<file path="src/hw/pm_wake_pkg.sv">
package pm_wake_pkg;

	// ========================================
	// register map
	localparam logic [7:0]  power_mgmt_control_status_offset       = 8'h08;
	localparam logic [7:0]  irq_status_offset = 8'h0a;
	localparam logic [7:0]  irq_mask_offset   = 8'h0c;
	localparam logic [7:0]  pm_status_offset  = 8'h0e;

	// ========================================
	// field positions of the power management register
	localparam int unsigned wake_flag_bit  = 15;
	localparam int unsigned wake_gate_bit  = 8;
	localparam int unsigned skip_reset_bit = 3;
	localparam int unsigned pstate_lsb     = 0;
	localparam int unsigned pstate_msb     = 1;

	// ========================================
	// interrupt status layout
	localparam int unsigned irq_wake_bit   = 0;
	localparam int unsigned irq_sreset_bit = 1;
	localparam int unsigned irq_bits       = 2;

	// ========================================
	// power state encodings and reset values
	typedef enum logic [1:0] {
		pstate_d0    = 2'h0,
		pstate_d1    = 2'h1,
		pstate_d2    = 2'h2,
		pstate_d3hot = 2'h3
	} pstate_t;

	localparam logic [15:0] reg_zero       = 16'h0000;
	localparam logic [1:0]  irq_zero       = 2'h0;

	// ========================================
	// soft reset pulse length in cycles
	localparam logic [3:0]  sreset_cycles  = 4'h4;

endpackage

</file>
<file path="src/hw/pm_sync2.sv">
`timescale 1ns/1ps
`default_nettype none
// ========================================
// two flop synchroniser for pin inputs
module pm_sync2 #(
	parameter int unsigned width = 1
) (
	// clock and reset
	input  wire logic             clock,
	input  wire logic             rst,
	// data
	input  wire logic [width-1:0] async_in,
	output logic      [width-1:0] sync_out
);
	logic [width-1:0] meta_q;

	// second flop is the only reader of the first
	always_ff @(posedge clock) begin
		if (rst) begin
			meta_q   <= '0;
			sync_out <= '0;
		end else begin
			meta_q   <= async_in;
			sync_out <= meta_q;
		end
	end
endmodule // pm_sync2
`default_nettype wire

</file>
<file path="src/hw/power_mgmt_wake_control.sv">
// Chosen here: the strobed register port.
`timescale 1ns/1ps
`default_nettype none
// Overview of operation
// RQ1: a wake event sets the wake event flag at bit 15 of the power management register.
// RQ2: the wake request pin is high whenever the flag is set and the wake pin gate is one.
// RQ3: the flag clears on power-up reset or a host write of one; writing zero keeps it.
// RQ4: hardware and software resets leave the flag untouched.
// RQ5: the wake request pin drops as soon as the flag is clear.
// RQ6: with the wake pin gate at zero the wake request pin never rises.
// RQ7: the wake pin gate clears on power-up reset and survives a software reset.
// RQ8: with skip-reset at one a host move from D3hot to D0 causes no internal reset.
// RQ9: with skip-reset at zero a host move from D3hot to D0 fires an internal reset.
// RQ10: a system reset from D3hot returns the block to uninitialised D0, keeping only wake context.
// RQ11: skip-reset is loaded from the eeprom bit and host writes cannot alter it.
// RQ12: the two-bit power state takes host writes and reads back the current state.
// RQ13: power state codes are 00 D0, 01 D1, 10 D2, 11 D3hot.
// RQ14: reserved bits 14-9, 7-4 and 2 read zero and ignore writes.
// RQ15: the wake event source is a one-cycle pulse from the receive logic.
module power_mgmt_wake_control
	import pm_wake_pkg::*;
(
	// clock and resets
	input  wire logic        clock,
	input  wire logic        rst,
	input  wire logic        power_up_rst,
	input  wire logic        system_rst_pin,
	// register port
	input  wire logic [7:0]  reg_addr,
	input  wire logic [15:0] reg_wdata,
	input  wire logic        reg_wr,
	input  wire logic        reg_rd,
	output logic      [15:0] reg_rdata,
	// eeprom configuration
	input  wire logic        eeprom_skip_reset_bit,
	input  wire logic        eeprom_load,
	// receive logic
	input  wire logic        wake_event_pulse,
	// outputs
	output logic             wake_request_pin,
	output logic             soft_reset_out,
	output logic             irq
);

	// ========================================
	// pin synchroniser for the system reset
	logic system_rst_s;

	pm_sync2 #(
		.width(1)
	) u_sync (
		.clock    (clock),
		.rst      (power_up_rst),
		.async_in (system_rst_pin),
		.sync_out (system_rst_s)
	);

	// ========================================
	// address decode
	wire sel_power_mgmt_control_status   = (reg_addr == power_mgmt_control_status_offset);
	wire sel_istat  = (reg_addr == irq_status_offset);
	wire sel_imask  = (reg_addr == irq_mask_offset);
	wire sel_pstat  = (reg_addr == pm_status_offset);
	wire wr_power_mgmt_control_status    = reg_wr && sel_power_mgmt_control_status;
	wire wr_imask   = reg_wr && sel_imask;
	wire rd_istat   = reg_rd && sel_istat;

	// ========================================
	// state
	logic          wake_flag_q;
	logic          wake_gate_q;
	logic          skip_reset_q;
	pstate_t       pstate_q;
	logic [3:0]    sreset_cnt_q;
	logic [1:0]    irq_status_q;
	logic [1:0]    irq_mask_q;
	logic [15:0]   rdata_q;
	logic          uninit_q;

	wire pstate_t  pstate_wr = pstate_t'(reg_wdata[pstate_msb:pstate_lsb]);
	// host driven D3hot to D0 move
	wire to_d0     = wr_power_mgmt_control_status && (pstate_q == pstate_d3hot) && (pstate_wr == pstate_d0);
	wire fire_sreset = to_d0 && !skip_reset_q; // RQ9
	wire sreset_busy = (sreset_cnt_q != 4'h0);
	// a system reset taken in D3hot wipes state regardless of skip-reset
	wire sys_wipe  = rst || system_rst_s; // RQ10
	wire cfg_wipe  = sys_wipe || sreset_busy;

	// ========================================
	// wake flag: only power-up reset clears it besides a write of one
	wire flag_set  = wake_event_pulse; // RQ15
	wire flag_clr  = wr_power_mgmt_control_status && reg_wdata[wake_flag_bit]; // RQ3
	always_ff @(posedge clock) begin
		if (power_up_rst) begin
			wake_flag_q <= 1'b0; // RQ3
		end else if (flag_set) begin
			wake_flag_q <= 1'b1; // RQ1
		end else if (flag_clr) begin
			wake_flag_q <= 1'b0; // RQ3
		end
	end
	// rst and soft reset deliberately absent above, RQ4

	// ========================================
	// wake gate survives software and system resets
	always_ff @(posedge clock) begin
		if (power_up_rst) begin
			wake_gate_q <= 1'b0; // RQ7
		end else if (wr_power_mgmt_control_status) begin
			wake_gate_q <= reg_wdata[wake_gate_bit];
		end
	end

	// pin is a pure gate, so it drops the cycle the flag clears
	assign wake_request_pin = wake_flag_q && wake_gate_q; // RQ2 RQ5 RQ6

	// ========================================
	// skip-reset bit from eeprom only
	always_ff @(posedge clock) begin
		if (power_up_rst) begin
			skip_reset_q <= 1'b0;
		end else if (eeprom_load) begin
			skip_reset_q <= eeprom_skip_reset_bit; // RQ11
		end
	end

	// ========================================
	// power state, held across a skip-reset wake
	always_ff @(posedge clock) begin
		if (power_up_rst || sys_wipe) begin
			pstate_q <= pstate_d0; // RQ10
		end else if (wr_power_mgmt_control_status) begin
			pstate_q <= pstate_wr; // RQ12 RQ13
		end
	end

	// uninitialised marker, set by any reset, cleared by host write
	always_ff @(posedge clock) begin
		if (power_up_rst || cfg_wipe) begin
			uninit_q <= 1'b1;
		end else if (wr_power_mgmt_control_status || wr_imask) begin
			uninit_q <= 1'b0;
		end
	end

	// ========================================
	// internal soft reset pulse; none when skip-reset is set
	always_ff @(posedge clock) begin
		if (power_up_rst || sys_wipe) begin
			sreset_cnt_q <= 4'h0;
		end else if (fire_sreset) begin
			sreset_cnt_q <= sreset_cycles; // RQ8 RQ9
		end else if (sreset_busy) begin
			sreset_cnt_q <= sreset_cnt_q - 4'h1;
		end
	end
	assign soft_reset_out = sreset_busy;

	// ========================================
	// interrupts: sticky status, set wins over read clear
	wire [1:0] irq_ev;
	assign irq_ev[irq_wake_bit]   = wake_event_pulse;
	assign irq_ev[irq_sreset_bit] = fire_sreset;
	always_ff @(posedge clock) begin
		if (power_up_rst) begin
			irq_status_q <= irq_zero;
		end else begin
			irq_status_q <= irq_ev | (rd_istat ? irq_zero : irq_status_q);
		end
	end
	// mask is configuration, lost on any internal reset
	always_ff @(posedge clock) begin
		if (power_up_rst || cfg_wipe) begin
			irq_mask_q <= irq_zero;
		end else if (wr_imask) begin
			irq_mask_q <= reg_wdata[irq_bits-1:0];
		end
	end
	assign irq = |(irq_status_q & irq_mask_q);

	// ========================================
	// read mux; reserved bits stay zero
	logic [15:0] power_mgmt_control_status_view;
	always_comb begin
		power_mgmt_control_status_view = reg_zero; // RQ14
		power_mgmt_control_status_view[wake_flag_bit] = wake_flag_q;
		power_mgmt_control_status_view[wake_gate_bit] = wake_gate_q;
		power_mgmt_control_status_view[skip_reset_bit] = skip_reset_q;
		power_mgmt_control_status_view[pstate_msb:pstate_lsb] = pstate_q; // RQ12
	end
	wire [15:0] istat_view = {14'h0, irq_status_q};
	wire [15:0] imask_view = {14'h0, irq_mask_q};
	wire [15:0] pstat_view = {14'h0, sreset_busy, uninit_q};
	wire [15:0] rd_mux = sel_power_mgmt_control_status  ? power_mgmt_control_status_view :
	                     sel_istat ? istat_view :
	                     sel_imask ? imask_view :
	                     sel_pstat ? pstat_view : reg_zero;

	// read data stand one cycle after the strobe only
	always_ff @(posedge clock) begin
		if (power_up_rst) begin
			rdata_q <= reg_zero;
		end else begin
			rdata_q <= reg_rd ? rd_mux : reg_zero;
		end
	end
	assign reg_rdata = rdata_q;
endmodule // power_mgmt_wake_control
`default_nettype wire
</file>
<file path="config.mk">
export PLATFORM = sky130hd
export DESIGN_NAME = power_mgmt_wake_control
export DESIGN_NICKNAME = d
export VERILOG_FILES = /design/src/hw/pm_wake_pkg.sv /design/src/hw/pm_sync2.sv /design/src/hw/power_mgmt_wake_control.sv
export SDC_FILE = /design/constraint.sdc
export NUM_CORES = 1
export LEC_CHECK = 0
export ABC_AREA = 1
export BUFFER_PORTS_ARGS = -buffer_cell sky130_fd_sc_hd__buf_4
export CAP_MARGIN = 40
export CORE_UTILIZATION = 41
export CTS_CLUSTER_DIAMETER = 200
export DETAILED_ROUTE_END_ITERATION = 7
export PLACE_DENSITY_LB_ADDON = 0.25
export SLEW_MARGIN = 40
export SYNTH_ARGS = -nofsm -noshare
export SYNTH_HDL_FRONTEND = slang
export SYNTH_SLANG_ARGS = --single-unit
</file>
<file path="constraint.sdc">
create_clock -name clock -period 1.2 [get_ports clock]
set_clock_uncertainty 0.15 [all_clocks]
set_input_delay 0.36 -clock clock [delete_from_list [all_inputs] [get_ports clock]]
set_output_delay 0.36 -clock clock [all_outputs]
set_load 0.005 [all_outputs]
</file>
==> flow_summary.ini <==
[grt]
grtUsageTotal = 0.1895
grt_pass1_wl_mm = 3.898
grt_pass1_vias = 958
antenna_found_initial = 0
grt_overflow_total = 0
grt_max_degree = 12

[sta]
timing.fmax_mhz = 658.7
setup_viol = 14
setup_slack_ps = -318.0
holdWs_ps = 90.01
hold_violations = 0
rsz0062_at_grt = true
min_period_ps = 1518
fin_crit_sh = 1.265
drv_slew = 0

[setup_path]
cp_max_fo = 2
arrival_ps = 1010
endpoint_kind = output port
cp_cell_sequence = inv_2, ha_4, nand2_4, buf_6
crit_type = reg2out
start_kind = register
max_stage_delay_ps = 340
cp_data_required_time_ps = 690
critPathSlowestCell = dfxtp_2

[clocking]
cts_sinks = 21
cts_tree = done
worstSkewPairLatency_ps = 300
clockBufferDepth = 2
h-tree-depth = 1
path_clk_slew_ps = 110
clock-root-buffer = clkbuf_4
cts_buffers = 3

[cells_and_area]
drive_above_1_share = 0.4498
fillers = 244
nNetsFinal = 244
area.growth.synth_to_final_pct = 48.69
final_area_um2 = 1635
diodes = 0

[synth]
synth_area_leaders = dfxtp_1, nor2_1, inv_1
yosys.area.top_type_share = 0.3823
ys_types = 25
synthArstFlopShare = 0
syn_area_um2 = 1100
synth_edf_count = 0
yosys.cell_count.top_type = nor2_1
yosysSeqAreaShare = 0.3823
ys_warn_count = 0
yosys.area.top_type = dfxtp_1
synth.avg_cell_area_um2 = 7.050
synthCells = 156
ys.flop_type = dfxtp_1
synth_common_cells = nor2_1, inv_1, dfxtp_1, nand2_1, buf_4
ys_ff_latch = 21

[detailed_routing]
met2WireLength_mm = 1.403
vias = 1077
routed_wl_mm = 2.522
wl_met1_mm = 1.012
remaining_drc_errors = 0
wl_per_cell_um = 10.55
viasPerCell = 4.506
drt_iter0_markers = 10
top_layer_used = met4
wl_met3_um = 92
firstDrtPassIters = 4
ant_nets = 0

[floorplan]
io_pins = 52
die-area_um2 = 2893
fp.dieH_um = 53.79
rows = 18
die_width_um = 53.79
start_util = 0.4399
core-area_um2 = 2500

[placed_design]
place_area_um2 = 1473
numPortBuffers = 28
gp_congestion = 0.8403
place_hpwl_mm = 1.963

[worst_hold_path]
hold_class = in2reg

[outcome]
violations = setup timing
outcome = finished, violations left

[power]
power_mw = 1.340
ir_drop_mv = 1.102
powerDensity_nw_per_um2 = 819.6
leakage_nw = 0.7988

[run]
drv_cap = 0
[where the power goes]
part	internal [mW]	switching [mW]	total [mW]
logic	0.146	0.152	0.298
clock network	0.129	0.191	0.320
registers	0.714	0.00790	0.722
total	0.990	0.351	1.34
[path summary, 6_finish.rpt]
path	slack, ps	cells past startpoint	end	start
worst min-delay path	90	2	skip_reset_q	power_up_rst
worst max register to register	-130	7	sreset_cnt_q[0]	sreset_cnt_q[0]
worst max-delay path	-320	4	soft_reset_out	sreset_cnt_q[0]
worst min register to register	260	2	u_sync.sync_out	u_sync.meta_q
[per-layer routing]
metal | up-vias | GRT usage
li1 | 565 | -
met1 | 489 | 0.2007
met2 | 21 | 0.3724
met3 | 2 | 0.04237
met4 | 0 | 0.03947
met5 | - | 0
[placed cells by master, fill, tap and decap left out]
master,Yosys,layout
o21ai_1,8,9
nand2_1,21,18
xor2_2,0,1
clkbuf_4,0,3
nor2_1,34,32
nand3_1,7,6
nor2_2,2,1
nor3_1,2,1
inv_1,23,20
mux2i_1,1,1
nand4_1,1,1
nand2_2,1,2
conb_1,1,11
buf_4,11,45
nor2_8,1,1
a22o_1,1,1
nand3_4,1,2
buf_6,0,6
a21oi_2,0,2
nor2_4,2,5
nor3_2,0,1
o21ai_2,0,2
inv_2,2,5
dfxtp_1,21,8
dfxtp_2,0,13
clkbuf_1,1,1
nand2_4,1,3
ha_4,0,1
nand4_4,0,1
a21oi_1,8,6
[sequential cells by signal (all words and copies together) (netlist names)]
name,flops
wake_gate_q,1
uninit_q,1
irq_mask_q,2
wake_flag_q,1
skip_reset_q,1
reg_rdata,5
u_sync.sync_out,1
pstate_q,2
sreset_cnt_q,4
irq_status_q,2
u_sync.meta_q,1
[repair_timing]
action                     4_1_cts  5_1_grt
setup endpoints to repair       16       17
hold endpoints to repair         0        0
pin swaps                        4        3
buffers inserted                 5        0
cloned                           0        0
hold buffers                     0        0
resized for setup               23       17
[cell type report]
type,count,area (um^2),share of cell area
Inverter,25,93.84,0.05738
Clock buffer,4,26.28,0.01607
Multi-Input combinational cell,108,635.6,0.3887
Sequential cell,21,436.7,0.2670
Timing Repair Buffer,51,405.4,0.2479
Tap cell,30,37.54,0.02295
[per-stage QoR]
step	instances	util	setup TNS [ps]	worst slack, ps
3_3_place_gp	231	0.5891	-3649	-244.9
3_5_place_dp	231	0.5891	-3906	-251.7
2_1_floorplan	166	-	-195.2	-29.42
5_1_grt	239	0.6542	-2237	-372.8
4_1_cts	240	0.6381	-1546	-331.1
6_report	239	0.6542	-1386	-318.0
[cells by family (layout without fill, tap and decap cells)]
kind of cell,count (synthesis),in the layout,share of synthesized area
other,1,11,0.003410
XOR/XNOR,1,1,0.007965
multiplexers,1,1,0.009102
buffers and inverters,37,80,0.1638
AO/OA/AOI/OAI,20,20,0.09443
flip-flops,21,21,0.3822
adder cells (fa/ha/maj),1,1,0.01137
AND/OR/NAND/NOR,74,74,0.3276
[critical path, delay by kind of cell, from the launching register on]
kind                       cells  cell delay [ps]
DFF                            1              340
and+or+nand+nor                1               50
buffers and inverters          2              170
adders and majority gates      1              150
(Power assumes the default switching activity.)
